<file path="src/fbos_defs.svh">
/*
 flash block op sequencer constants: status codes, field widths, timing counts.
 assumes inclusion by bare name from the design files.
*/
`ifndef FBOS_DEFS_SVH
`define FBOS_DEFS_SVH
`define FBOS_ST_OK 8'h00
`define FBOS_ST_PIN_LOW 8'h01
`define FBOS_ST_PARAM 8'h05
`define FBOS_ST_PROTECT 8'h10
`define FBOS_ST_ERASE_ERR 8'h1A
`define FBOS_ST_CHECK_ERR 8'h1B
`define FBOS_ST_INTERRUPTED 8'h1F
`define FBOS_BLOCK_W 16
`define FBOS_WORD_W 8
`define FBOS_WIDX_W 4
`define FBOS_WORDS 16
`define FBOS_BLOCK_COUNT 16'h0010
`define FBOS_LAST_WORD 4'hF
`define FBOS_ERASED 8'hFF
`define FBOS_MARGIN_OK_BIT 7
`define FBOS_INIT_CYCLES 8'h20
`endif

</file>
<file path="src/fbos_pkg.sv">
/*
 flash block op sequencer types: command encodings and sequencer states.
 assumes fbos_defs.svh for widths.
*/
package fbos_pkg;
   typedef enum logic [2:0] {
      FBOS_CMD_MODE = 3'h0,
      FBOS_CMD_BLANK = 3'h1,
      FBOS_CMD_ERASE = 3'h2,
      FBOS_CMD_VERIFY = 3'h3,
      FBOS_CMD_INIT = 3'h4,
      FBOS_CMD_INIT_RESUME = 3'h5
   } fbos_cmd_e;
   typedef enum logic [4:0] {
      FBOS_IDLE = 5'h01,
      FBOS_READ = 5'h02,
      FBOS_ERASE = 5'h04,
      FBOS_INIT = 5'h08,
      FBOS_DONE = 5'h10
   } fbos_state_e;
endpackage

</file>
<file path="src/fbos_array.sv">
/*
 fbos_array: small model of the flash array, one word per cell, registered read.
 assumes a single writer; erase writes the erased value, program is external.
*/
`timescale 1ns/1ns
`include "fbos_defs.svh"
module fbos_array (
   input wire logic i_clk,
   input wire logic i_resetn,
   input wire logic [`FBOS_BLOCK_W+`FBOS_WIDX_W-1:0] i_addr,
   input wire logic i_we,
   input wire logic [`FBOS_WORD_W-1:0] i_wdata,
   output logic [`FBOS_WORD_W-1:0] o_rdata
);
   localparam int DEPTH = 256;
   logic [`FBOS_WORD_W-1:0] mem_reg [DEPTH];
   logic [`FBOS_WORD_W-1:0] rdata_reg;
   logic [7:0] idx;
   assign idx = i_addr[7:0];
   assign o_rdata = rdata_reg;
   always_ff @(posedge i_clk) begin
      if (i_we) begin
         mem_reg[idx] <= i_wdata;
      end
      rdata_reg <= mem_reg[idx];
   end
endmodule

</file>
<file path="src/fbos_top.sv">
/*
 fbos_top: command sequencer for flash self-programming, one block per command.
 assumes the caller holds i_cmd_valid only while o_busy is low and the pin is asynchronous.
*/
// Summary of operation
// - mode check returns 00h when enable pin high, 01h when low.
// - no erase or write happens while the enable pin is low.
// - blank check scans one block and returns 00h when all cells erased.
// - blank check returns 1Bh when any cell is not erased.
// - out-of-range block gives 05h without touching the array.
// - user interrupt during a running operation aborts with 1Fh.
// - erase clears exactly one block and returns 00h on success.
// - erase of out-of-shield block, or of boot block while i_boot_rewrite_en is low, is refused with 10h.
// - an erase that fails while running returns 1Ah.
// - margin verify checks threshold margin bit per cell, not data equality.
// - margin verify returns 1Bh on failure and 00h on success.
`timescale 1ns/1ns
`include "fbos_defs.svh"
module fbos_top
   import fbos_pkg::*;
(
   input wire logic i_clk,
   input wire logic i_resetn,
   input wire logic i_cmd_valid,
   input wire logic [2:0] i_cmd,
   input wire logic [`FBOS_BLOCK_W-1:0] i_block,
   input wire logic i_flash_mode_enable_pin,
   input wire logic i_user_irq,
   input wire logic i_boot_rewrite_en,
   input wire logic [`FBOS_BLOCK_W-1:0] i_boot_last_block,
   input wire logic [`FBOS_BLOCK_W-1:0] i_shield_first,
   input wire logic [`FBOS_BLOCK_W-1:0] i_shield_last,
   input wire logic i_erase_fault,
   output logic o_busy,
   output logic o_done,
   output logic [`FBOS_WORD_W-1:0] o_status
);
   // ----------------------------------------------------------------
   // pin synchroniser
   // ----------------------------------------------------------------
   logic [2:0] pin_sync_reg;
   logic [2:0] pin_sync_next;
   logic pin_level_reg;
   logic pin_level_next;
   always_comb begin
      pin_sync_next = {pin_sync_reg[1:0], i_flash_mode_enable_pin};
      pin_level_next = pin_level_reg;
      if (pin_sync_reg[1] == pin_sync_reg[2]) begin
         pin_level_next = pin_sync_reg[2];
      end
   end
   always_ff @(posedge i_clk or negedge i_resetn) begin
      if (!i_resetn) begin
         pin_sync_reg <= 3'h0;
         pin_level_reg <= 1'b0;
      end else begin
         pin_sync_reg <= pin_sync_next;
         pin_level_reg <= pin_level_next;
      end
   end

   // ----------------------------------------------------------------
   // sequencer
   // ----------------------------------------------------------------
   function automatic logic in_range(input logic [`FBOS_BLOCK_W-1:0] blk);
      in_range = (blk < `FBOS_BLOCK_COUNT);
   endfunction

   fbos_state_e state_reg, state_next;
   fbos_cmd_e cmd_reg, cmd_next;
   logic [`FBOS_BLOCK_W-1:0] block_reg, block_next;
   logic [`FBOS_WIDX_W-1:0] widx_reg, widx_next;
   logic bad_reg, bad_next;
   logic lag_reg, lag_next;
   logic [7:0] icnt_reg, icnt_next;
   logic busy_reg, busy_next;
   logic done_reg, done_next;
   logic [`FBOS_WORD_W-1:0] status_reg, status_next;
   logic mem_we;
   logic [`FBOS_BLOCK_W+`FBOS_WIDX_W-1:0] mem_addr;
   logic [`FBOS_WORD_W-1:0] mem_rdata;
   logic cell_bad;

   // margin judged on the threshold bit, not data compare
   assign cell_bad = (cmd_reg == FBOS_CMD_BLANK) ? (mem_rdata != `FBOS_ERASED)
                                                 : !mem_rdata[`FBOS_MARGIN_OK_BIT];

   always_comb begin
      state_next = state_reg;
      cmd_next = cmd_reg;
      block_next = block_reg;
      widx_next = widx_reg;
      bad_next = bad_reg;
      lag_next = 1'b0;
      icnt_next = icnt_reg;
      busy_next = busy_reg;
      done_next = 1'b0;
      status_next = status_reg;
      mem_we = 1'b0;
      case (state_reg)
         FBOS_IDLE: begin
            // a command is taken only while idle
            if (i_cmd_valid) begin
               cmd_next = fbos_cmd_e'(i_cmd);
               block_next = i_block;
               widx_next = '0;
               bad_next = 1'b0;
               icnt_next = `FBOS_INIT_CYCLES;
               busy_next = 1'b1;
               state_next = FBOS_DONE;
               case (fbos_cmd_e'(i_cmd))
                  FBOS_CMD_MODE: begin
                     status_next = pin_level_reg ? `FBOS_ST_OK : `FBOS_ST_PIN_LOW;
                  end
                  FBOS_CMD_BLANK, FBOS_CMD_VERIFY: begin
                     // range checked before the array is touched
                     if (!in_range(i_block)) begin
                        status_next = `FBOS_ST_PARAM;
                     end else begin
                        lag_next = 1'b1;
                        state_next = FBOS_READ;
                     end
                  end
                  FBOS_CMD_ERASE: begin
                     if (!in_range(i_block)) begin
                        status_next = `FBOS_ST_PARAM;
                     end else if ((!i_boot_rewrite_en && i_block <= i_boot_last_block) ||
                                  i_block < i_shield_first || i_block > i_shield_last) begin
                        status_next = `FBOS_ST_PROTECT;
                     // no erase with the enable pin low
                     end else if (!pin_level_reg) begin
                        status_next = `FBOS_ST_ERASE_ERR;
                     end else begin
                        state_next = FBOS_ERASE;
                     end
                  end
                  FBOS_CMD_INIT, FBOS_CMD_INIT_RESUME: begin
                     state_next = FBOS_INIT;
                  end
                  default: begin
                     status_next = `FBOS_ST_PARAM;
                  end
               endcase
            end
         end
         FBOS_READ: begin
            if (i_user_irq) begin
               status_next = `FBOS_ST_INTERRUPTED;
               state_next = FBOS_DONE;
            end else if (!lag_reg) begin
               // scan every cell of the block once
               widx_next = widx_reg + 1'b1;
               bad_next = bad_reg | cell_bad;
               if (widx_reg == `FBOS_LAST_WORD) begin
                  // any bad cell gives the check error
                  // verify result reported as 00h or 1Bh
                  status_next = (bad_reg | cell_bad) ? `FBOS_ST_CHECK_ERR : `FBOS_ST_OK;
                  state_next = FBOS_DONE;
               end
            end
         end
         FBOS_ERASE: begin
            if (i_user_irq) begin
               status_next = `FBOS_ST_INTERRUPTED;
               state_next = FBOS_DONE;
            // fault or pin drop during erase is an erase error
            end else if (i_erase_fault || !pin_level_reg) begin
               status_next = `FBOS_ST_ERASE_ERR;
               state_next = FBOS_DONE;
            end else begin
               mem_we = 1'b1;
               widx_next = widx_reg + 1'b1;
               if (widx_reg == `FBOS_LAST_WORD) begin
                  status_next = `FBOS_ST_OK;
                  state_next = FBOS_DONE;
               end
            end
         end
         FBOS_INIT: begin
            // initialisation is resumable; the count survives an abort
            if (i_user_irq) begin
               status_next = `FBOS_ST_INTERRUPTED;
               state_next = FBOS_DONE;
            end else if (icnt_reg == 8'h00) begin
               status_next = `FBOS_ST_OK;
               state_next = FBOS_DONE;
            end else begin
               icnt_next = icnt_reg - 8'h01;
            end
         end
         FBOS_DONE: begin
            busy_next = 1'b0;
            done_next = 1'b1;
            state_next = FBOS_IDLE;
         end
         default: begin
            state_next = FBOS_IDLE;
            busy_next = 1'b0;
         end
      endcase
      if (state_reg == FBOS_IDLE && i_cmd_valid && fbos_cmd_e'(i_cmd) == FBOS_CMD_INIT_RESUME) begin
         icnt_next = icnt_reg;
      end
   end

   always_ff @(posedge i_clk or negedge i_resetn) begin
      if (!i_resetn) begin
         state_reg <= FBOS_IDLE;
         cmd_reg <= FBOS_CMD_MODE;
         block_reg <= '0;
         widx_reg <= '0;
         bad_reg <= 1'b0;
         lag_reg <= 1'b0;
         icnt_reg <= `FBOS_INIT_CYCLES;
         busy_reg <= 1'b0;
         done_reg <= 1'b0;
         status_reg <= `FBOS_ST_OK;
      end else begin
         state_reg <= state_next;
         cmd_reg <= cmd_next;
         block_reg <= block_next;
         widx_reg <= widx_next;
         bad_reg <= bad_next;
         lag_reg <= lag_next;
         icnt_reg <= icnt_next;
         busy_reg <= busy_next;
         done_reg <= done_next;
         status_reg <= status_next;
      end
   end

   assign o_busy = busy_reg;
   assign o_done = done_reg;
   assign o_status = status_reg;

   // reads look one word ahead so the registered read data belong to widx_reg
   assign mem_addr = mem_we ? {block_reg, widx_reg} : {block_next, widx_next};

   fbos_array u_array (
      .i_clk(i_clk),
      .i_resetn(i_resetn),
      .i_addr(mem_addr),
      .i_we(mem_we),
      .i_wdata(`FBOS_ERASED),
      .o_rdata(mem_rdata)
   );
endmodule

</file>
<file path="config.mk">
export PLATFORM = sky130hd
export DESIGN_NAME = fbos_top
export DESIGN_NICKNAME = d
export VERILOG_FILES = /design/src/fbos_pkg.sv /design/src/fbos_array.sv /design/src/fbos_top.sv
export VERILOG_INCLUDE_DIRS = /design/src
export SDC_FILE = /design/constraint.sdc
export NUM_CORES = 1
export LEC_CHECK = 0
export BUFFER_PORTS_ARGS = -buffer_cell sky130_fd_sc_hd__buf_2
export CAP_MARGIN = 20
export CORE_ASPECT_RATIO = 1.5
export CORE_UTILIZATION = 56
export DETAILED_ROUTE_END_ITERATION = 12
export GPL_TIMING_DRIVEN = 0
export PLACE_DENSITY_LB_ADDON = 0.25
export SLEW_MARGIN = 20
export SYNTH_ARGS = -nofsm -noshare
export SYNTH_HDL_FRONTEND = slang
export SYNTH_SLANG_ARGS = --single-unit
</file>
<file path="constraint.sdc">
create_clock -name i_clk -period 6.3 [get_ports i_clk]
set_input_delay 1.575 -clock i_clk [delete_from_list [all_inputs] [get_ports i_clk]]
set_output_delay 1.575 -clock i_clk [all_outputs]
set_load 0.005 [all_outputs]
</file>
==> qor_table.md, run 1 <==
| Group | Item | This run |
| --- | --- | --- |
| outcome | Run status | complete, but fails checks |
| outcome | Violated checks | design-rule violations |
| placement | Routability Congestion | 0.9601 |
| sta | Slew @ Worst Pin | 0.6272 ns |
| cts | Maximum clock path buffer count | 2 |
| drt | Final ANT Viol Nets | 0 |
| global route | Initial antenna violation count | 0 |
| power | Total power | 0.0007108 W |
| synth | Largest cells by area after synthesis | sky130_fd_sc_hd__dfrtp_1 25%, sky130_fd_sc_hd__ha_1 24%, sky130_fd_sc_hd__inv_1 7.6% |
| synth | Top-area cell type share of the netlist area | 25.48% |
| cts | Deepest level of the CTS H-tree | 2 |
| final layout | Fraction of layout cells with a size suffix above 1 | 24.69% |
| power | Logic pwr share | 37.4% |
| floorplan | Site row count | 30 |
| sta | Tightest slew margin relative to the limit | 58.19% |
| final layout | Area growth, synth to finish | 22.46% |
| placement | DP HPWL | 5162 um |
| cts | PostCTS Resize Cnt | 0 |
| cts | Post-CTS Setup Inserts | 0 |
| setup path | Register-to-register path setup slack | 3.63 ns |
| sta | Final period utilization | 57.49% |
| sta | Setup WS post-layout | 2.678 ns |
| global route | Aggregate global-route resource usage | 26.47% |
| sta | Number of hold violations in the final report | 0 |
| synth | Cell type with the largest total area after synthesis | sky130_fd_sc_hd__dfrtp_1 |
| sta | Unrepaired setup endpoints after global routing | no |
| cts | Number of buffers inserted during clock tree synthesis | 5 |
| floorplan | Height of the die | 86.27 um |
| power | Register share of total power | 36.5% |
| floorplan | Die width | 58.18 um |
| final layout | Number of diodes | 0 |
| floorplan | Die Outline Area | 5019 um^2 |
| cts | Clock tree from TritonCTS | built |
| synth | Post-synthesis xor/xnor area fraction | 2.312% |
| floorplan | I/O pin count | 84 |
| drt | First-pass iteration count of the detailed router | 9 |
| final layout | Flip-flop count of the largest register, all copies and words added | 8 |
| placement | Buffers on Ports | 80 |
| synth | Commonest register cell after synthesis | sky130_fd_sc_hd__dfrtp_1 |
| synth | Netlist area before placement | 2651 um^2 |
| global route | Vias in the first global route | 2,568 |
| cts | CTS clk-pin slew, worst paths | 0.07 ns |
| synth | Multiplexer fraction of the synthesized cell area | 2.454% |
| synth | Post-Syn Instances | 311 |
| final layout | Number of fill cells | 388 |
| synth | #FFs+latches synth | 29 |
| setup path | Sort of element at the end of the critical path | flop |
| setup path | Reg-to-reg startpoint | icnt_reg[0] |
| setup path | Capture point of the worst path | o_status[3] |
| cts | Number of hold buffers added after cts | 0 |
| global route | Global-route wire length before repair | 10,360 um |
| synth | Number of synthesized flops with an enable pin | 0 |
| sta | Number of slew-limit violations in the final report | 0 |
| power | Switch share | 34.18% |
| setup path | Required time of the critical path | 6.46 ns |
| synth | Count of yosys warnings during synthesis | 0 |
| setup path | Crit start category | input port |
| setup path | Crit path max fanout | 5 |
| job | Max-cap violation count | 0 |
| power | Clock group share of total power | 26.1% |
| drt | Starting DRT DRC Count | 68 |
| sta | Clock Skew | 0.009714 ns |
| synth | Cell variety after synth | 49 |
| final layout | NumNets Final | 524 |
| final layout | Combined flip-flop and latch cell area | 728.2 um^2 |
| setup path | Cell depth of the worst flop-to-flop path | 9 |
| sta | Max Fclk | 276.1 MHz |
| placement | Post-Place Worst Slack | 2.421 ns |
| power | Cell-internal power | 0.0004679 W |
| final layout | Area used by multi-input combinational logic | 1698 um^2 |
| drt | Total detailed-routing wirelength | 6023 um |
| power | Power density cells | 218.9 nW/um^2 |
| synth | Mean instance size in the synthesized netlist | 8.525 um^2 |
| setup path | Category of the critical setup timing path | in2reg |
| synth | Sequential element share of the synthesized area | 27.47% |
| drt | Vias post-DR | 2,516 |
| global route | Largest net degree at the start of global routing | 30 |
| global route | Total overflow reported by the global router | 0 |
| cts | Clock tree root buffer cell | sky130_fd_sc_hd__clkbuf_8 |
| worst hold path | Classification of the worst-slack hold path | reg2reg |
| synth | Combinational family with the most area after synthesis | adder cells |
| power | Sw power | 0.0002429 W |
| setup path | Data arrival, critical path | 3.79 ns |
| setup path | RR Endpoint | icnt_reg[6] |
| drt | Routed wire length per instance | 12.95 um |
| synth | Async set-reset flop share out of synthesis | 100.0% |
| cts | Number of clock sinks | 29 |
| setup path | Crit. Startpoint | i_block[13] |
| synth | Complex-gate fraction of the synthesized area | 16.05% |
| cts | Insertion delay of the later-clocked pin in the worst-skew pair | 0.28 ns |
| drt | Via density per instance | 5.411 |
| sta | Setup TNS Final | 0 ns |
| drt | DRC violation count after routing | 1 |
| floorplan | Starting density of the core | 58.37% |
| power | LEAKAGE | 1.823 nW |
| sta | Endpoints failing setup | 0 |
| sta | Min cycle time layout | 3.622 ns |
| power | Peak ir drop on the vdd network | 90.62 uV |
| synth | Simple-gate area share of the yosys netlist | 18.83% |
| synth | Area share of fa/ha/maj cells after synthesis | 23.97% |
| floorplan | Core region area | 4542 um^2 |
==> cells by family (layout without fill, tap and decap cells) <==
group	count (synthesis)	after routing
xor gates and xnor gates	7	7
DFF	29	29
and+or+nand+nor	94	94
other	1	3
muxes	6	6
adders and majority gates	51	51
AOI/OAI and AO/OA	65	65
buffers and inverters	58	146
==> power groups by stage <==
stage                     Combinational (W)  Sequential, W  Clock [W]
after floorplan                    0.000178       0.000257          0
after global placement             0.000259       0.000261          0
after detailed placement           0.000266       0.000262          0
after CTS                          0.000268       0.000259   0.000188
after global routing               0.000304       0.000266   0.000197
final                              0.000266       0.000259   0.000185
==> worst min path at each step <==
stage                          from              end  cells after the start
floorplan           pin_sync_reg[0]  pin_sync_reg[1]                      0
global route        pin_sync_reg[0]  pin_sync_reg[1]                      0
detailed placement  pin_sync_reg[0]  pin_sync_reg[1]                      0
CTS                 pin_sync_reg[0]  pin_sync_reg[1]                      0
global placement    pin_sync_reg[0]  pin_sync_reg[1]                      0
finish              pin_sync_reg[0]  pin_sync_reg[1]                      0
==> synthesized netlist by cell type (all sizes together), types with 4 or more instances <==
cell type and count:
inv 54, ha 50, dfrtp 27, a21oi 21, nand2 19, nor2 16
nand4 13, o21ai 13, nand3 10, a21o 6, nor4 6, nor3 5
xor2 5, a21boi 4, buf 4, mux2 4, nor2b 4, or3 4
==> placed cells by master (no fill, tap or decap), drive strengths merged, types with 6 or more instances in the layout <==
cell type  count
a21o           6
a21oi         21
buf           84
clkbuf         6
dfrtp         27
ha            50
inv           54
nand2         19
nand3         10
nand4         13
nor2          16
nor4           6
o21ai         13
==> area by class of cell <==
cell class | count | area share [%]
Sequential cell | 29 | 22.43
Tap cell | 64 | 2.466
Timing Repair Buffer | 80 | 12.33
Multi-Input combinational cell | 226 | 52.29
Buffer | 4 | 0.9249
Clock inverter | 2 | 1.079
Inverter | 54 | 6.243
Clock buffer | 6 | 2.235
==> metal layers <==
metal | vias up | wire length, um | global-route usage [%]
met1 | 1139 | 2242 | 26.10
li1 | 1277 | - | -
met4 | 0 | 233 | 14.72
met5 | - | 0 | 0
met2 | 80 | 3307 | 51.10
met3 | 20 | 240 | 3.582
==> critical path: stages <==
cell and delay [ns]:
sky130_fd_sc_hd__buf_2 0.13, sky130_fd_sc_hd__ha_1 0.30, sky130_fd_sc_hd__nand4_1 0.17, sky130_fd_sc_hd__nor4_1 0.44, sky130_fd_sc_hd__a21boi_0 0.26, sky130_fd_sc_hd__o31a_1 0.18, sky130_fd_sc_hd__o2111ai_1 0.13, sky130_fd_sc_hd__nand2_1 0.23
sky130_fd_sc_hd__mux2_2 0.36
==> per-stage QoR <==
step	cell area [um^2]	cells	util [%]	hold slack, ns
after floorplan	2659	313	-	0.3312
after global placement	3139	457	69.12	0.3510
after detailed placement	3139	457	69.12	0.3441
after CTS	3247	465	71.49	0.3465
after global routing	3247	465	71.49	0.3781
final	3247	465	71.49	0.3401
Note: power is estimated with default switching activity, not from simulation.
==> inputs of run 2 (changes only) <==
CORE_UTILIZATION = 52   (was 56)
clock period = 3.62 ns   (was 6.3 ns; I/O delays follow)
==> run 2 against run 1 <==
  * The flow now finishes without violations
  * Sequential power rose by 74%
  * Highest routed layer unchanged
  * Combinational power rose by 75%
  * Flip-flop and latch count did not move
  * Clock skew rose by 0.0018 ns
  * Sequential share of layout area barely moved
  * Clock power rose by 74%
  * Register-to-register slack got worse by 2.6 ns
  * Critical path type unchanged
  * Hold slack improved by 0.017 ns
  * Power rose by 74%
  * Die area rose by 7.5%
  * Largest cell class unchanged
  * Wire length rose by 3.2%
==> qor_table.md, run 2 (synthesis results as in run 1) <==
| Group | Item | This run |
| --- | --- | --- |
| outcome | Run status | finished, final reports clean |
| sta | Number of hold violations in the final report | 0 |
| setup path | Crit path max fanout | 5 |
| power | Power density cells | 380.8 nW/um^2 |
| cts | CTS clk-pin slew, worst paths | 0.06 ns |
| global route | Initial antenna violation count | 0 |
| power | Sw power | 0.0004234 W |
| placement | Routability Congestion | 0.9673 |
| setup path | Required time of the critical path | 3.79 ns |
| floorplan | I/O pin count | 84 |
| sta | Final period utilization | 80.27% |
| cts | Insertion delay of the later-clocked pin in the worst-skew pair | 0.29 ns |
| sta | Max Fclk | 344.1 MHz |
| setup path | Crit start category | input port |
| setup path | Sort of element at the end of the critical path | flop |
| drt | Starting DRT DRC Count | 107 |
| floorplan | Core region area | 4848 um^2 |
| sta | Tightest slew margin relative to the limit | 58.59% |
| final layout | Top library cells by usage in the layout, fill and taps aside | 80 x sky130_fd_sc_hd__buf_2, 54 x sky130_fd_sc_hd__inv_1, 50 x sky130_fd_sc_hd__ha_1 |
| placement | DP HPWL | 5364 um |
| setup path | Reg-to-reg startpoint | icnt_reg[0] |
| drt | Vias post-DR | 2,539 |
| drt | DRC violation count after routing | 0 |
| worst hold path | Hold endpoint | pin_sync_reg[1] |
| placement | Buffers on Ports | 80 |
| setup path | Highest cell delay on the worst timing path | 0.47 ns |
| cts | Clock tree from TritonCTS | built |
| power | Logic pwr share | 37.6% |
| drt | Routed wire length per instance | 13.31 um |
| global route | Global-route wire length before repair | 10,310 um |
| job | Max-cap violation count | 0 |
| setup path | Cell Chain, Critical Path | buf_2 > ha_1 > nand4_1 > nor4_1 > nand4_1 > o31ai_1 > o2111ai_1 > nand2_1 > mux2_2 |
| power | Peak ir drop on the vdd network | 167.9 uV |
| sta | Setup WS post-layout | 0.7141 ns |
| floorplan | Die Outline Area | 5394 um^2 |
| global route | Largest net degree at the start of global routing | 30 |
| worst hold path | Number of instances on the worst hold path | 0 |
| setup path | Cell depth of the worst flop-to-flop path | 9 |
| final layout | Flip-flop count of the largest register, all copies and words added | 8 |
| drt | Via density per instance | 5.437 |
| setup path | RR Endpoint | icnt_reg[6] |
| setup path | Data arrival, critical path | 3.08 ns |
| sta | Unrepaired setup endpoints after global routing | no |
| drt | Final ANT Viol Nets | 0 |
| drt | Total detailed-routing wirelength | 6216 um |
| final layout | Combined flip-flop and latch cell area | 728.2 um^2 |
| sta | Min cycle time layout | 2.906 ns |
| power | Register share of total power | 36.4% |
| final layout | Fraction of layout cells with a size suffix above 1 | 24.69% |
| cts | Clock tree root buffer cell | sky130_fd_sc_hd__clkbuf_8 |
| worst hold path | Origin of the worst min-delay path | pin_sync_reg[0] |
| sta | Clock Skew | 0.01149 ns |
| global route | Aggregate global-route resource usage | 25.21% |
| final layout | Area growth, synth to finish | 22.56% |
| sta | Setup TNS Final | 0 ns |
| cts | Deepest level of the CTS H-tree | 2 |
| setup path | Cell occurring most often along the worst timing path | sky130_fd_sc_hd__nand4_1 |
| floorplan | Site row count | 31 |
| sta | Slew @ Worst Pin | 0.6211 ns |
| placement | Instance area after placement | 3142 um^2 |
| cts | PostCTS Resize Cnt | 0 |
| floorplan | Die width | 60.30 um |
| setup path | Largest delay contributor family on the critical path | simple AND/OR/NAND/NOR gates |
| power | LEAKAGE | 1.823 nW |
| final layout | Finished Cell Area | 3249 um^2 |
| final layout | Area used by multi-input combinational logic | 1698 um^2 |
| power | Cell-internal power | 0.0008141 W |
| cts | Number of hold buffers added after cts | 0 |
| placement | Post-Place Worst Slack | 0.4258 ns |
| cts | Number of clock sinks | 29 |
| setup path | Category of the critical setup timing path | in2reg |
| worst hold path | Classification of the worst-slack hold path | reg2reg |
| floorplan | Height of the die | 89.45 um |
| sta | Number of slew-limit violations in the final report | 0 |
| setup path | Count of buffering cells on the critical path with inverters included | 1 |
| setup path | Register-to-register path setup slack | 0.99 ns |
| drt | First-pass iteration count of the detailed router | 4 |
| final layout | Most common cell after layout, fill and taps aside | sky130_fd_sc_hd__buf_2 |
| sta | Endpoints failing setup | 0 |
| setup path | Cell at the slowest stage of the critical path | sky130_fd_sc_hd__nor4_1 |
| cts | Post-CTS Setup Inserts | 0 |
| global route | Vias in the first global route | 2,620 |
| final layout | NumNets Final | 524 |
| final layout | Number of fill cells | 448 |
| global route | Total overflow reported by the global router | 0 |
| final layout | Number of diodes | 0 |
| power | Clock group share of total power | 26.1% |
| final layout | Fin cells | 467 |
| floorplan | Starting density of the core | 54.68% |
| cts | Number of buffers inserted during clock tree synthesis | 5 |
| cts | Maximum clock path buffer count | 2 |
| placement | Post-Place Cells | 459 |
| power | Switch share | 34.21% |
run 2: cell counts in the layout (fill, tap and decap cells not counted):
No cell type changed its count.
run 2: layer usage:
metal | vias up | wire, um | share of wire [%] | track usage [%]
met5 | - | 0 | 0 | 0
met4 | 0 | 276 | 4.4 | 15.86
met3 | 18 | 222 | 3.6 | 3.039
met2 | 77 | 3453 | 56 | 48.55
met1 | 1169 | 2264 | 36 | 24.17
li1 | 1275 | - | - | -
run 2: worst max path at each step:
stage,from,endpoint,slack (ns),cells past startpoint
detailed placement,i_block[13],o_status[4],0.43,9
global route,i_block[13],o_status[3],0.59,9
finish,i_block[14],o_status[4],0.71,9
CTS,i_block[13],o_status[4],0.71,9
global placement,i_block[13],o_status[3],0.44,9
floorplan,i_boot_last_block[13],o_status[0],0.82,9
run 2: layout make-up:
| type | count | share of cell area (%) |
|---|---|---|
| well taps | 66 | 2.541 |
| clock inverters | 2 | 1.078 |
| multi-input cells | 226 | 52.25 |
| clock buffers | 6 | 2.233 |
| flip-flops and latches | 29 | 22.41 |
| plain buffers | 4 | 0.9241 |
| repair buffers | 80 | 12.32 |
| inverters | 54 | 6.238 |
run 2: worst register-to-register path: cells and delay by family (launching register included):
| family | cells | cell delay, ns |
|---|---|---|
| xor gates and xnor gates | 1 | 0.14 |
| buffers and inverters | 1 | 0.08 |
| adders and majority gates | 1 | 0.20 |
| and+or+nand+nor | 5 | 1.15 |
| DFF | 1 | 0.40 |
| AOI/OAI and AO/OA | 1 | 0.53 |
run 2: power by group through the flow:
stage / Sequential (W) / Clock (W) / Combinational (W)
final: 0.000450 / 0.000322 / 0.000465
after global routing: 0.000462 / 0.000342 / 0.000536
after floorplan: 0.000448 / 0 / 0.000311
after global placement: 0.000454 / 0 / 0.000454
after detailed placement: 0.000456 / 0 / 0.000467
after CTS: 0.000450 / 0.000329 / 0.000470
run 2: per-stage QoR:
stage	hold WS, ns	power, W	util, %
4_1_cts	0.3609	0.001249	67.02
3_5_place_dp	0.3471	0.0009225	64.80
2_1_floorplan	0.3312	0.0007581	-
6_report	0.3567	0.001238	67.02
3_3_place_gp	0.3434	0.0009074	64.80
5_1_grt	0.3763	0.001340	67.02
